### src/hdl/sdl_pkg.sv
package sdl_pkg;

    // ------------------------------------------------------------------
    // Timing
    // ------------------------------------------------------------------
    localparam int unsigned SYS_CLK_HZ        = 50_000_000;
    localparam int unsigned MAX_BIT_RATE_HZ   = 20_000_000;
    localparam int unsigned NOM_BIT_RATE_HZ   = 16_000_000;
    // Sample clock half period in system clocks; host divides its clock
    localparam int unsigned SCLK_HALF_CYC     = 2;
    localparam int unsigned SCLK_CNT_W        = 2;

    // ------------------------------------------------------------------
    // Modulator
    // ------------------------------------------------------------------
    localparam int unsigned IN_W              = 16;
    localparam int unsigned INT_W             = 20;
    // Input full scale maps to +/-FB_POS, feedback equal to full scale
    localparam logic signed [INT_W-1:0] FB_POS = 20'sh0_7FFF;
    localparam logic signed [INT_W-1:0] FB_NEG = -20'sh0_7FFF;
    localparam logic signed [INT_W-1:0] INT_MAX = 20'sh3_FFFF;
    localparam logic signed [INT_W-1:0] INT_MIN = -20'sh3_FFFF;

    // ------------------------------------------------------------------
    // Decimator
    // ------------------------------------------------------------------
    localparam int unsigned DEC_RATE          = 256;
    localparam int unsigned DEC_CNT_W         = 8;
    localparam int unsigned ACC_W             = 25;
    localparam int unsigned WORD_W            = 16;
    localparam int unsigned WORD_LSB          = 9;
    localparam logic [DEC_CNT_W-1:0] DEC_LAST = 8'hFF;

    typedef enum logic [1:0] {
        SDL_ST_IDLE = 2'b01,
        SDL_ST_RUN  = 2'b10
    } sdl_state_type;

endpackage

### src/hdl/sdl_link_if.sv
`timescale 1ns/1ns
interface sdl_link_if;
    logic sample_clock;
    logic modulator_bit;

    modport device (input sample_clock, output modulator_bit);
    modport host   (output sample_clock, input modulator_bit);
endinterface

### src/hdl/sdl_decimator.sv
`timescale 1ns/1ns
module sdl_decimator (
    input  wire logic                  clock_in,
    input  wire logic                  rst_n_in,
    input  wire logic                  enable_in,
    output logic        [15:0]         word_out,
    output logic                       word_valid_out,
    sdl_link_if.host                   link
);
    // ------------------------------------------------------------------
    // Sample clock generation
    // ------------------------------------------------------------------
    logic [sdl_pkg::SCLK_CNT_W-1:0] div_q;
    logic                           sclk_q;
    sdl_pkg::sdl_state_type         state_q;
    wire div_wrap = (div_q == sdl_pkg::SCLK_CNT_W'(sdl_pkg::SCLK_HALF_CYC - 1));
    wire run      = (state_q == sdl_pkg::SDL_ST_RUN);
    wire sclk_rise = div_wrap & ~sclk_q & run;

    always_ff @(posedge clock_in) begin
        if (!rst_n_in) begin
            state_q <= sdl_pkg::SDL_ST_IDLE;
            div_q   <= '0;
            sclk_q  <= 1'b0;
        end else begin
            unique case (state_q)
                sdl_pkg::SDL_ST_IDLE: begin
                    if (enable_in) state_q <= sdl_pkg::SDL_ST_RUN;
                end
                sdl_pkg::SDL_ST_RUN: begin
                    if (!enable_in && !sclk_q) state_q <= sdl_pkg::SDL_ST_IDLE;
                end
            endcase
            div_q <= div_wrap ? '0 : div_q + 1'b1;
            if (div_wrap && run) sclk_q <= ~sclk_q;
        end
    end
    assign link.sample_clock = sclk_q;

    // ------------------------------------------------------------------
    // Bit synchronised every system clock, two flops from the pin
    // ------------------------------------------------------------------
    logic bit_meta_q;
    logic bit_sync_q;
    always_ff @(posedge clock_in) begin
        if (!rst_n_in) begin
            bit_meta_q <= 1'b0;
            bit_sync_q <= 1'b0;
        end else begin
            bit_meta_q <= link.modulator_bit;
            bit_sync_q <= bit_meta_q;
        end
    end

    // ------------------------------------------------------------------
    // Sinc3 integrators, one input per sample clock
    // ------------------------------------------------------------------
    localparam int unsigned W = sdl_pkg::ACC_W;
    logic [W-1:0] acc_q [3];
    // One maps to +1, zero to -1
    wire  [W-1:0] in_unit = bit_sync_q ? W'(1) : {W{1'b1}};

    always_ff @(posedge clock_in) begin
        if (!rst_n_in) begin
            acc_q[0] <= '0;
            acc_q[1] <= '0;
            acc_q[2] <= '0;
        end else if (sclk_rise) begin
            acc_q[0] <= acc_q[0] + in_unit;
            acc_q[1] <= acc_q[1] + acc_q[0];
            acc_q[2] <= acc_q[2] + acc_q[1];
        end
    end

    // ------------------------------------------------------------------
    // Decimation and combs
    // ------------------------------------------------------------------
    logic [sdl_pkg::DEC_CNT_W-1:0] cnt_q;
    logic [W-1:0] d1_q, d2_q, d3_q;
    wire          dec_tick = sclk_rise && (cnt_q == sdl_pkg::DEC_LAST);
    wire  [W-1:0] c1_d = acc_q[2] - d1_q;
    wire  [W-1:0] c2_d = c1_d - d2_q;
    wire  [W-1:0] c3_d = c2_d - d3_q;

    always_ff @(posedge clock_in) begin
        if (!rst_n_in) begin
            cnt_q          <= '0;
            d1_q           <= '0;
            d2_q           <= '0;
            d3_q           <= '0;
            word_out       <= '0;
            word_valid_out <= 1'b0;
        end else begin
            word_valid_out <= dec_tick;
            if (sclk_rise) cnt_q <= cnt_q + 1'b1;
            if (dec_tick) begin
                d1_q     <= acc_q[2];
                d2_q     <= c1_d;
                d3_q     <= c2_d;
                word_out <= c3_d[sdl_pkg::WORD_LSB +: sdl_pkg::WORD_W];
            end
        end
    end

endmodule // sdl_decimator

### src/flat_wrapper.sv
// flat-port wrapper written by rule: the top's interface ports become plain ports
module sdl_decimator_flat 
  (clock_in, rst_n_in, enable_in, word_out, word_valid_out, link_sample_clock, link_modulator_bit);
  sdl_link_if link_i ();
  input  wire logic clock_in;
  input  wire logic rst_n_in;
  input  wire logic enable_in;
  output logic        [15:0] word_out;
  output logic word_valid_out;
  output wire logic [$bits(link_i.sample_clock)-1:0] link_sample_clock;
  input wire logic [$bits(link_i.modulator_bit)-1:0] link_modulator_bit;
  assign link_sample_clock = link_i.sample_clock;
  assign link_i.modulator_bit = link_modulator_bit;
  sdl_decimator u_core (.clock_in(clock_in), .rst_n_in(rst_n_in), .enable_in(enable_in), .word_out(word_out), .word_valid_out(word_valid_out), .link(link_i));
endmodule
### config.mk
export PLATFORM = sky130hd
export DESIGN_NAME = sdl_decimator_flat
export DESIGN_NICKNAME = d
export VERILOG_FILES = /design/src/hdl/sdl_pkg.sv /design/src/hdl/sdl_link_if.sv /design/src/hdl/sdl_decimator.sv /design/src/flat_wrapper.sv
export SDC_FILE = /design/constraint.sdc
export NUM_CORES = 1
export LEC_CHECK = 0
export BUFFER_PORTS_ARGS = -buffer_cell sky130_fd_sc_hd__buf_2
export CAP_MARGIN = 5
export CELL_PAD_IN_SITES_DETAIL_PLACEMENT = 2
export CELL_PAD_IN_SITES_GLOBAL_PLACEMENT = 2
export CORE_UTILIZATION = 40
export DETAILED_ROUTE_END_ITERATION = 10
export PLACE_DENSITY = 0.92
export SLEW_MARGIN = 20
export SYNTH_ARGS = -nofsm -noshare
export SYNTH_HDL_FRONTEND = slang
export SYNTH_SLANG_ARGS = --single-unit
### constraint.sdc
create_clock -name clock_in -period 7.82 [get_ports clock_in]
set_clock_uncertainty 0.1 [all_clocks]
set_input_delay 1.173 -clock clock_in [delete_from_list [all_inputs] [get_ports clock_in]]
set_output_delay 1.173 -clock clock_in [all_outputs]
set_load 0.05 [all_outputs]
=== After elaboration in Yosys (flattened, before gate mapping) ===
Memories as Yosys holds them, arrays and structs flattened.
Index checks and enable logic that the tools add are counted.
Widths: inputs -> output; s select.

* Output and inout bits: 18
* Bits in writable memories: 75
* Input port bits: 4
* Memories: 1
* Register bits: 107

{| class="wikitable"
|+ Memories
! name !! words !! bits a word !! rd ports !! clocked after memory_dff !! wr ports !! RTL line !! text
|-
| u_core.acc_q || 3 || 25 || 3 || 0 || 3 || sdl_decimator.sv:59 || <nowiki>logic [W-1:0] acc_q [3];</nowiki>
|}

* Equality and inequality tests: 6
* Add/sub/neg operators: 8
* Multiplexer cells: 11
* Reductions and logical operators: 7
* Bitwise logic cells: 7

{| class="wikitable"
|+ Operators with widths
! operator !! count
|-
| $mux 25 || 4
|-
| $add 25x25->25 || 3
|-
| $sub 25x25->25 || 3
|-
| $add 8x1->8 const B || 1
|-
| $eq 8x8->1 const B || 1
|-
| $eq 2x1->1 const B || 2
|-
| $mux 1 || 4
|-
| $mux 2 || 2
|-
| $ne 2x2->1 const B || 2
|-
| $pmux 2 s2 || 1
|-
| $logic_and 1x1->1 || 3
|-
| $or 1x1->1 || 3
|-
| $add 2x1->2 const B || 1
|-
| $and 1x1->1 || 2
|-
| $eq 2x2->1 const B || 1
|-
| $logic_not 1->1 || 2
|-
| $not 1->1 || 2
|-
| $reduce_and 2->1 || 1
|-
| $reduce_or 2->1 || 1
|}

=== Logic depth before layout (Yosys ltp) ===
Gate-level depths: netlist of the first run.

* Depth after elaboration: 7
* Gate-level depth with buffers: 29
* Depth with buffers taken out: 29

=== Worst setup path after synthesis of the first run ===
No wires, ideal clock.

* Path kind: reg-to-reg
* Start: mem u_core.acc_q[0][51] (netlist name)
* End: reg u_core.word_out[15]
* Setup time: 0.133 ns
* Arrival: 5.188 ns
* Stages on the path, launching flop included: 28
* Slack: 2.399 ns
* Path buffers: 0
* Cells stage by stage: edfxtp_1 > ha_1 > nor2b_1 > o31a_1 > o21a_1 > o21a_1 > o21ai_0 > a21boi_0 > o21ai_0 > nand3_1 > nor2b_1 > ha_1 > a2111o_1 > a31oi_1 > nor2_1 > a31oi_1 > xnor2_1 > ha_1 > nand4_1 > nor3_1 > o2111ai_1 > a21o_1 > a21o_1 > o21bai_1 > a21oi_1 > xnor2_1 > xnor2_1 > a21oi_1

{| class="wikitable"
|+ RTL lines
! what !! RTL line !! text
|-
| from (decl) || sdl_decimator.sv:59 ||
|-
| to (signal assigned) || sdl_decimator.sv:100 || <nowiki>word_out <= c3_d[sdl_pkg::WORD_LSB +: sdl_pkg::WORD_W];</nowiki>
|-
| to (decl) || sdl_decimator.sv:6 || <nowiki>output logic [15:0] word_out,</nowiki>
|}

==> metrics list, run 1 <==
- The area growth from synthesis to layout is 8.281%.
- Number of H-tree levels: 4
- Setup repair after global routing missed its margin: false
- The most used flip-flop cell after synthesis is sky130_fd_sc_hd__dfxtp_1.
* Worst-path clk slew: 0.08 ns
- At the pin with the least slew margin, the transition time is 1.165 ns.
* Number of core rows: 65
* Crit. End Element: register
* Vias in the first global route: 13,270
- In this run, distinct cell masters in the synthesized netlist total 66.
- The compound-cell area share of the yosys netlist came to 0.2150.
- Portion of netlist area occupied by mux cells: 0.001566
- Number of diodes added for antenna fixing: 0
- Parity-gate share of the synthesized area counting xor and xnor cells: 0.08007
- Registers take 0.004394 mm^2.
* Global-route congestion overflow total: 0
* Outcome: complete, no violations
- The worst-case IR drop observed on VDD is 0.0001668 V.
- Post-Synthesis Cells: 1,512
* Number of buffers inserted by hold repair at cts: 0
- 22 I/O pins were placed.
- Fraction of final layout cells with drive strength greater than 1: 0.05052
- Leaving out fill and tap cells, the most frequent cell in the layout is sky130_fd_sc_hd__nand2_1.
- Post-synthesis sequential area ratio: 0.3438
- The path class of the tightest hold or removal check is reg -> reg.
- Antenna Nets Post-Route: 0
- After clock tree synthesis, the repair step resized 0 gates.
* Synthesis warning total: 0
- Highest Clock Rate: 147.1 MHz
- Power density cells: 202.8 mW/mm^2
* First-iteration detailed-routing DRC count: 535
- In the routed layout, each cell is associated on average with a via count of 5.989.
- Die width: 180.8 um
- Y dimension of the die: 180.8 um
* Final weighted congestion in routability-driven placement: 0.8223
- At the worst endpoint, the arrival time is 7.01 ns.
- Clock sink count: 182
- Dpl hpwl: 28,900 um
- Along the worst path, the maximum fanout reaches 6.
- At the end of the flow, the number of nets in the layout was 1,664.
- Buffers placed on the I/O ports in this run total 21.
- Max-slew violation count: 0
- Flip-flop and latch count after synthesis: 182
* DRC viols: 0
* Vias: 11,540
- After synthesis, the mean cell area works out to 8.454 um^2.
- Clk Tree Root Cell: sky130_fd_sc_hd__clkbuf_16
- The floorplan step defined a core boundary enclosing 0.03147 mm^2.
- Synthesized-area fraction occupied by adder cells: 0.1488
* Number of enable flip-flop cells after synthesis: 75
- The routed design could run at a clock period as short as 6.800 ns.
- Startpoint type of the worst setup path: register
- After synthesis, the largest family of logic cells by area is compound AO/OA/AOI/OAI gates.
- Largest net degree at the start of global routing: 94
- The critical path is of the reg -> reg type.
- TritonCTS built the clock tree.
- Final Total Pwr: 2.808 mW
* Setup WS pre-CTS: 1.397 ns
- TritonCTS Buffers: 17
- Number of nets produced by synthesis: 1,665
* Fraction of registers with async set or reset after synthesis: 0
- Worst endpoint required time: 8.03 ns
* Full die area: 0.03267 mm^2
* Area of the mapped netlist: 0.01278 mm^2
- Total of endpoints with negative setup slack in the final report: 0
- For this configuration, the core starts out at a cell density of 0.4061.
* All-Layer GR Usage: 0.2805
* Worst-case hold slack: 0.3470 ns
- Final sum of negative setup slack: 0 ns
- Multi-input gate area: 0.007807 mm^2
* Final critical-path setup slack: 1.020 ns
- Maximum clock insertion buffer count: 2
* Number of setup buffers added after CTS: 0
- Wire length of the first global-routing pass: 72,830 um
* Crit share post-route: 0.8695
* Max-cap violations: 0
* Number of fill cells: 3,470
- Measured on the finished design, the core utilization comes to 0.4398.
- Sum of routed wire length over all layers: 45,150 um
- Average wire per cell in the routed design: 23.44 um
- The initial antenna violation count is 0.
* Detailed-routing iteration count for the pre-antenna-repair pass: 5
- In the layout the commonest cells are 188 x sky130_fd_sc_hd__nand2_1, 164 x sky130_fd_sc_hd__a21oi_1, 144 x sky130_fd_sc_hd__ha_1.
- Cell leakage power: 5.356 nW
- Simple-gate portion of the synthesized area: 0.1636
- Count of final hold-check violations: 0
* Clk Latency, worst-skew pair: 0.47 ns
- Max-Slew Margin vs Limit: 0.2207
-- per-stage QoR --
step / instances / cell area [um^2]
floorplan: 1512 / 12780
global placement: 1894 / 13280
detailed placement: 1894 / 13280
CTS: 1926 / 13840
global route: 1926 / 13840
finish: 1926 / 13840
-- worst paths after layout --
kind | start | endpoint | slack (ns) | cells after the start
worst max-delay path | u_core.acc_q[0][51]$_SDFFCE_PN0P_ | u_core.word_out[15]$_SDFFE_PN0P_ | 1.02 | 27
worst min-delay path | u_core.word_out[6]$_SDFFE_PN0P_ | u_core.word_out[6]$_SDFFE_PN0P_ | 0.35 | 2
worst max register to register | u_core.acc_q[0][51]$_SDFFCE_PN0P_ | u_core.word_out[15]$_SDFFE_PN0P_ | 1.02 | 27
worst min register to register | u_core.word_out[6]$_SDFFE_PN0P_ | u_core.word_out[6]$_SDFFE_PN0P_ | 0.35 | 2
-- layer usage --
layer	global-route usage	share of wire
met1	0.2999	0.40
met2	0.5288	0.53
met3	0.03890	0.025
met4	0.1528	0.045
met5	0	0
-- sequential cells by signal (all words and copies together) (netlist names) --
register / count
u_core.word_out: 16
u_core.div_q: 2
u_core.d3_q: 25
u_core.d1_q: 25
u_core.bit_sync_q: 1
u_core.acc_q: 75
u_core.cnt_q: 8
u_core.d2_q: 25
u_core.link.sample_clock: 1
u_core.word_valid_out: 1
u_core.state_q: 2
u_core.bit_meta_q: 1
-- Yosys cell counts (all sizes together), types with 3 or more instances --
master	instances	area share
nand2	190	0.056
a21oi	166	0.066
ha	144	0.14
nor2	140	0.041
inv	115	0.034
dfxtp	107	0.17
edfxtp	75	0.18
xnor2	71	0.049
o21ai	59	0.023
a21o	57	0.033
clkbuf	45	0.013
xor2	45	0.031
nor3	31	0.012
o21a	27	0.016
nand3	26	0.010
a211oi	23	0.014
nor2b	18	0.0088
a31oi	16	0.0083
nand4	15	0.0073
nand2b	14	0.0069
o21bai	13	0.0076
and2	11	0.0054
a21boi	7	0.0041
and3	7	0.0034
o211ai	6	0.0035
o31ai	6	0.0035
a41oi	5	0.0040
fa	5	0.0078
nor4	5	0.0024
or3	5	0.0024
or4	5	0.0029
a311oi	4	0.0027
nor3b	4	0.0023
o2111ai	4	0.0032
o311ai	4	0.0027
o31a	4	0.0027
a2111o	3	0.0026
a31o	3	0.0021
o311a	3	0.0023
-- where the power goes --
part / internal (mW) / switching, mW
Combinational: 0.348 / 0.543
Clock: 0.422 / 0.453
Sequential: 1.01 / 0.0266
Total: 1.78 / 1.02
-- final cells by class --
cell class                      instances  share of cell area
Clock inverter                         15            0.009763
Multi-Input combinational cell       1169              0.5641
Timing Repair Buffer                   26             0.01031
Clock buffer                           17             0.03074
Tap cell                              402             0.03634
Inverter                              115             0.03128
Sequential cell                       182              0.3175
-- logic make-up after synthesis --
logic type | count (synthesis)
buffers and inverters | 161
XOR/XNOR | 116
AND/OR/NAND/NOR | 475
flip-flops | 182
AO/OA/AOI/OAI | 427
adder cells (fa/ha/maj) | 149
multiplexers | 2
-- worst max-delay path, cell delays in order, from the launching register on --
cell and delay, ns:
sky130_fd_sc_hd__edfxtp_1 0.51, sky130_fd_sc_hd__ha_1 0.32, sky130_fd_sc_hd__nor2b_1 0.14, sky130_fd_sc_hd__o31a_1 0.27
sky130_fd_sc_hd__o21a_1 0.22, sky130_fd_sc_hd__o21a_1 0.20, sky130_fd_sc_hd__o21ai_0 0.24, sky130_fd_sc_hd__a21boi_0 0.21
sky130_fd_sc_hd__o21ai_0 0.33, sky130_fd_sc_hd__nand3_1 0.18, sky130_fd_sc_hd__nor2b_1 0.17, sky130_fd_sc_hd__ha_1 0.36
sky130_fd_sc_hd__a2111o_1 0.40, sky130_fd_sc_hd__a31oi_1 0.26, sky130_fd_sc_hd__nor2_1 0.14, sky130_fd_sc_hd__a31oi_1 0.26
sky130_fd_sc_hd__xnor2_1 0.20, sky130_fd_sc_hd__ha_1 0.36, sky130_fd_sc_hd__a21oi_1 0.24, sky130_fd_sc_hd__o22ai_1 0.11
sky130_fd_sc_hd__a311oi_1 0.35, sky130_fd_sc_hd__a21o_1 0.22, sky130_fd_sc_hd__a21o_1 0.15, sky130_fd_sc_hd__o21bai_1 0.10
sky130_fd_sc_hd__a21oi_1 0.22, sky130_fd_sc_hd__xnor2_1 0.17, sky130_fd_sc_hd__xnor2_1 0.14, sky130_fd_sc_hd__a21oi_1 0.08
No activity file was read; power rests on OpenSTA's default activity.
==> run 2, diff against run 1 <==
--- a/config.mk
+++ b/config.mk
@@ -12,6 +12,7 @@
 export CORE_UTILIZATION = 40
 export DETAILED_ROUTE_END_ITERATION = 10
 export PLACE_DENSITY = 0.92
+export REMOVE_ABC_BUFFERS = 1
 export SLEW_MARGIN = 20
 export SYNTH_ARGS = -nofsm -noshare
 export SYNTH_HDL_FRONTEND = slang
==> constraint.sdc (replaced) <==
create_clock -name clock_in -period 7.82 [get_ports clock_in]
set_clock_uncertainty 0.1 [all_clocks]
set_input_delay 1.173 -clock clock_in [delete_from_list [all_inputs] [get_ports clock_in]]
set_output_delay 1.173 -clock clock_in [all_outputs]
set_load 0.01 [all_outputs]
==> run 2 against run 1 <==
  * Clock power grew 11%
  * Critical path type unchanged
  * Clock-buffer cell count grew 3
  * Setup slack got worse by 0.42 ns
  * Core utilization grew 0.19 points
  * Die area unchanged
  * Via count increased by 1.8%
  * The run now ends with design-rule violations left
  * Sequential share of layout area down 0.13 points
  * Non-clock buffer count is the same
==> metrics list, run 2 (synthesis gave the netlist of run 1 again) <==
- Fraction of final layout cells with drive strength greater than 1: 0.05052
- After filler insertion, the fill cell instance count of the layout stands at 3,456.
- Clk Tree Root Cell: sky130_fd_sc_hd__clkbuf_16
* Area taken by flip-flops and latches: 0.004394 mm^2
- In this run the critical register-to-register path is launched from u_core.acc_q[0][51]$_SDFFCE_PN0P_.
- Summing all multi-input logic gate instances after layout gives 0.007807 mm^2.
- Data on the critical path is required at its endpoint by 8.04 ns.
- Startpoint type of the worst setup path: register
- Setup violations remaining at the end of the flow were counted as 0.
- The initial antenna violation count came to 0.
* Highest Clock Rate: 138.5 MHz
- Max-Slew Margin vs Limit: 0.2610
- For this run, the slowest stage of the critical path takes 0.52 ns.
- Setup repair after global routing missed its margin: false
- The first global-routing pass estimated 77,160 um of wire.
- All-Layer GR Usage: 0.3025
* Dpl hpwl: 28,810 um
- Measured along the y axis, the die boundary spans 180.8 um.
* Most common cell after layout, fill and taps aside: sky130_fd_sc_hd__nand2_1
* Number of H-tree levels: 4
- Largest net degree at the start of global routing: 94
* Register bank with the most flops: u_core.acc_q
* Std-Cell Core Area: 0.03147 mm^2
- Global-route congestion overflow total: 0
* Initial cell density of the core: 0.4061
- Clock sink count: 182
* Max-slew violation count: 0
- Most frequent cells in the layout: 188 x sky130_fd_sc_hd__nand2_1, 164 x sky130_fd_sc_hd__a21oi_1, 144 x sky130_fd_sc_hd__ha_1
- For the worst-skew pair, the clock arrives at the later sink with an insertion delay of 0.48 ns.
- Pin placement for this block handled 22 I/O pins.
* Antenna Nets Post-Route: 0
- For this run, the share of the core covered by cells in the final layout is 0.4416.
* Power density cells: 212.1 mW/mm^2
* Full die area: 0.03267 mm^2
- For the pin with the worst max-slew slack, the measured transition is 1.104 ns.
* Number of setup buffers added after CTS: 0
* Violated checks: design-rule violations
- DRC viols: 2
- Cell leakage power: 5.383 nW
* First-iteration detailed-routing DRC count: 509
- I/O Buffers: 21
* Final sum of negative setup slack: 0 ns
- The startpoint identified for the worst hold timing path is u_core.div_q[0]$_SDFF_PP0_.
- In this run the worst setup path begins at u_core.acc_q[0][51]$_SDFFCE_PN0P_.
* Hold Path Class: reg -> reg
- Wires add up to 49,080 um.
- Slowest cell on crit path: sky130_fd_sc_hd__edfxtp_1
- Number of core rows: 65
- Crit share post-route: 0.9235
* Post-CTS Resized: 0
- The via count of the first global-routing pass was 13,420.
* Crit. End Element: register
- Maximum clock insertion buffer count: 2
- Detail-routed via count per cell: 6.096
* Final weighted congestion in routability-driven placement: 0.8530
- Worst VDD drop: 0.0001829 V
- Minimum clock period: 7.222 ns
- Worst-path clk slew: 0.08 ns
- Outcome: finished, violations left
- Number of diodes added for antenna fixing: 0
- The floorplan step set the die width to 180.8 um.
* TritonCTS clock tree: built
- The area growth from synthesis to layout is 8.741%.
- Detailed-routing iteration count for the pre-antenna-repair pass: 8
* Signal arrival time at the worst endpoint: 7.44 ns
- The register with the most flip-flops in the layout has 75 of them.
* Number of buffers inserted by hold repair at cts: 0
- Buffers inserted during clock tree synthesis total 17.
- The most numerous cell type found on the critical path is sky130_fd_sc_hd__a21oi_1.
* Final layout net count: 1,664
* Top fanout value on the critical path: 5
* Vias: 11,740
- The critical path in this run is classified as reg -> reg.
- The tool flagged a number of max-cap violations equal to 0.
* Count of final hold-check violations: 0
* Average wire per cell in the routed design: 25.48 um
[run 2: cell type report]
type	instances	area share
Clock buffer	20	0.03367
Clock inverter	12	0.01089
Inverter	115	0.03115
Multi-Input combinational cell	1169	0.5617
Sequential cell	182	0.3161
Tap cell	402	0.03619
Timing Repair Buffer	26	0.01026
[run 2: power by group]
group          internal (mW)  switching [mW]  leakage (nW)
clock                  0.522           0.447         0.312
combinational          0.351           0.586          3.43
sequential              1.01          0.0278          1.64
[run 2: worst paths after layout]
path	cells after the start	endpoint	slack [ns]
max	28	u_core.word_out[15]$_SDFFE_PN0P_	0.60
min	1	u_core.div_q[0]$_SDFF_PP0_	0.33
min reg2reg	1	u_core.div_q[0]$_SDFF_PP0_	0.33
max reg2reg	28	u_core.word_out[15]$_SDFFE_PN0P_	0.60
[run 2: critical path, delay by kind of cell (launching register included)]
family          cells  cell delay [ns]
compound gates     16             3.93
simple gates        6             1.06
fa+ha+maj           3             0.98
flops               1             0.52
xor+xnor            3             0.49
[run 2: stage by stage]
step / power [mW] / cell area, um^2 / setup WS (ns) / hold WS (ns) / cells
2_1_floorplan: 1.691 / 12610 / 2.321 / 0.2982 / 1466
3_3_place_gp: 1.828 / 13280 / 1.862 / 0.3052 / 1894
3_5_place_dp: 1.914 / 13280 / 1.486 / 0.3259 / 1894
4_1_cts: 2.940 / 13900 / 0.7111 / 0.3321 / 1926
5_1_grt: 3.046 / 13900 / 0.2649 / 0.3475 / 1926
6_report: 2.948 / 13900 / 0.5984 / 0.3307 / 1926
[run 2: layer usage]
layer  wire length (um)  up-vias  global-route usage
met5                  0        -                   0
met4               1988        0              0.1467
met3               1097      138             0.04293
met2              26730      261              0.5847
met1              19250     6011              0.3177
li1                   -     5331                   -
==> run 3, diff against run 2 <==
--- a/config.mk
+++ b/config.mk
@@ -9,9 +9,10 @@
 export CAP_MARGIN = 5
 export CELL_PAD_IN_SITES_DETAIL_PLACEMENT = 2
 export CELL_PAD_IN_SITES_GLOBAL_PLACEMENT = 2
-export CORE_UTILIZATION = 40
+export CORE_UTILIZATION = 41
+export CTS_BUF_LIST = sky130_fd_sc_hd__clkbuf_4 sky130_fd_sc_hd__clkbuf_8
 export DETAILED_ROUTE_END_ITERATION = 10
-export PLACE_DENSITY = 0.92
+export PLACE_DENSITY = 0.94
 export REMOVE_ABC_BUFFERS = 1
 export SLEW_MARGIN = 20
 export SYNTH_ARGS = -nofsm -noshare
==> run 3 against run 2 <==
  * The run now ends clean
  * Maximum frequency is 0.86% lower
  * Core utilization is 0.33 points higher
  * First-iteration DRC count is 19% higher
  * Combinational power is 2% lower
  * Non-clock buffer count stayed put
  * Via count hardly changed
  * Die area is 2.4% lower
  * Worst hold slack better by 0.025 ns
  * Wire length is 2.1% lower
  * Global-route usage is 0.51 points higher
  * Critical path depth is 1 lower
==> metrics list, run 3 (synthesis gave the netlist of run 1 again) <==
* Minimum clock period: 7.284 ns
* Worst VDD drop: 0.0001083 V
* DRC viols: 0
* Worst-path clk slew: 0.12 ns
- Number of H-tree levels: 4
- The via count of the first global-routing pass is 13,300.
- The area growth from synthesis to layout is 6.744%.
- Total of endpoints with negative setup slack in the final report: 0
- The worst register-to-register path has a depth of 27.
* Number of antenna violations at the first check in global routing: 0
- Clock sink count: 182
- Capture endpoint of the worst hold path: u_core.word_out[4]$_SDFFE_PN0P_
- Startpoint type of the worst setup path: register
- The final count of pins violating max slew was 0.
- Worst hold start: u_core.word_out[4]$_SDFFE_PN0P_
- Number of cells after detailed placement: 1,888
* Top fanout value on the critical path: 6
* Vias: 11,750
- Die width: 178.6 um
- The placed instances occupy a cell area of 0.01327 mm^2.
* Initial cell density of the core: 0.4168
* Final sum of negative setup slack: 0 ns
- The finished cells cover 0.01364 mm^2.
- Number of setup buffers added after CTS: 0
- Across all hold checks on the routed design, the worst slack comes to 0.3559 ns.
- Port buffering added 21 buffers.
* Dpl hpwl: 30,880 um
- In this run the register-to-register setup slack is 0.54 ns.
- Wire length of the first global-routing pass: 75,630 um
- In this run the worst hold path is classified as reg -> reg.
- For the pin with the worst max-slew slack, the measured transition is 1.159 ns.
* Crit. End Element: register
* Sum of buffers and inverters on the critical path: 0
* Count of final hold-check violations: 0
- Entering global routing, the biggest net connects 94 pins.
* Final Total Pwr: 2.630 mW
* Cell count of the worst hold path: 2
- Outcome: complete, no violations
- Global-route congestion overflow total: 0
* Final critical-path setup slack: 0.5358 ns
- Slowest cell on crit path: sky130_fd_sc_hd__edfxtp_1
- Worst endpoint required time: 8.07 ns
* Full die area: 0.03189 mm^2
* Family with the most delay on the worst path: compound AO/OA/AOI/OAI gates
* All-Layer GR Usage: 0.3076
- In this run the critical register-to-register path is launched from u_core.acc_q[0][51]$_SDFFCE_PN0P_.
- In this run the count of I/O pins placed on the die edge is 22.
- In this run, post-CTS hold repair placed 0 buffers.
- In this run the critical register-to-register path is captured at u_core.word_out[15]$_SDFFE_PN0P_.
- The final layout contains routed wiring with a total length of 48,020 um.
- For this run, the slowest stage of the critical path takes 0.53 ns.
* Antenna Nets Post-Route: 0
* Most common cell after layout, fill and taps aside: sky130_fd_sc_hd__nand2_1
* Finished Layout Cells: 1,921
- The longest clock path from root to sink contains 2 buffers.
- Power spread over the standard cell area amounts to 192.8 mW/mm^2.
* Most frequent cells in the layout: 188 x sky130_fd_sc_hd__nand2_1, 164 x sky130_fd_sc_hd__a21oi_1, 144 x sky130_fd_sc_hd__ha_1
- At the end of the flow the core is filled with cells to 0.4449.
- The first TritonRoute pass finished after 4 iterations.
* Detail-routed via count per cell: 6.115
- Of the cells placed in the final design, the portion with a size suffix greater than 1 is 0.05052.
* Highest Clock Rate: 137.3 MHz
- At the later pin of the worst-skew pair, clock insertion delay measures 0.52 ns.
- Y dimension of the die: 178.6 um
- Register bank with the most flops: u_core.acc_q
- After the first detailed-routing iteration, the DRC count stood at 606.
* Final weighted congestion in routability-driven placement: 0.8361
- In the final routed layout, each cell accounts on average for 25.00 um.
* Signal arrival time at the worst endpoint: 7.54 ns
- Before CTS, the worst setup slack after placement is 1.220 ns.
- Counting the buffers created by CTS gives 17.
* Clk Tree Root Cell: sky130_fd_sc_hd__clkbuf_8
- Setup repair after global routing missed its margin: false
- Crit share post-route: 0.9315
- Std-Cell Core Area: 0.03067 mm^2
* Class of the most critical setup path: reg -> reg
- The worst pin sits at a relative slew slack of 0.2247.
* Max-cap violations: 0
* TritonCTS clock tree: built
- Post-CTS Resized: 0
- Number of flip-flops in the largest register: 75
* Final layout net count: 1,664
- After floorplanning, the core was divided into 64 placement rows.
- In this run the static leakage power is 5.254 nW.
run 3: changes by cell type in the layout (fill, tap and decap cells not counted), sizes merged:
cell,delta
clkbuf,-3
bufinv,-3
clkinvlp,+2
inv,+1
clkinv,+3
diode,+1
run 3: report_power, final:
group	internal, mW	total [mW]	switching (mW)
combinational	0.350	0.922	0.572
sequential	1.01	1.04	0.0281
clock	0.233	0.666	0.433
run 3: metal layers:
layer	vias to the layer above	track usage	part of all wire
met5	-	0	0
met4	0	0.1610	0.050
met3	176	0.04284	0.029
met2	309	0.5767	0.53
met1	5923	0.3320	0.39
li1	5338	-	-
run 3: how the worst max path moves through the flow:
| stage | from | end | slack, ns | cells past startpoint |
|---|---|---|---|---|
| floorplan | u_core.acc_q[0][51]$_SDFFCE_PN0P_ | u_core.word_out[15]$_SDFFE_PN0P_ | 2.32 | 27 |
| global placement | u_core.acc_q[0][51]$_SDFFCE_PN0P_ | u_core.word_out[15]$_SDFFE_PN0P_ | 1.87 | 27 |
| detailed placement | u_core.acc_q[0][51]$_SDFFCE_PN0P_ | u_core.word_out[15]$_SDFFE_PN0P_ | 1.22 | 27 |
| CTS | u_core.acc_q[0][51]$_SDFFCE_PN0P_ | u_core.word_out[15]$_SDFFE_PN0P_ | 0.69 | 27 |
| global route | u_core.acc_q[0][51]$_SDFFCE_PN0P_ | u_core.word_out[15]$_SDFFE_PN0P_ | 0.07 | 27 |
| finish | u_core.acc_q[0][51]$_SDFFCE_PN0P_ | u_core.word_out[15]$_SDFFE_PN0P_ | 0.54 | 27 |
run 3: final cells by class:
cell class | instances | area [um^2]
Tap cell | 396 | 495.5
Antenna cell | 1 | 2.502
Clock buffer | 17 | 234.0
Sequential cell | 182 | 4394
Fill cell | 3381 | 17030
Inverter | 115 | 432.9
Timing Repair Buffer | 26 | 142.6
Clock inverter | 15 | 135.1
Multi-Input combinational cell | 1169 | 7807
run 3: worst min-delay path, stage by stage (launching register included):
cell                      delay (ns)
sky130_fd_sc_hd__dfxtp_1        0.32
sky130_fd_sc_hd__nand2_1        0.05
sky130_fd_sc_hd__a21oi_1        0.05
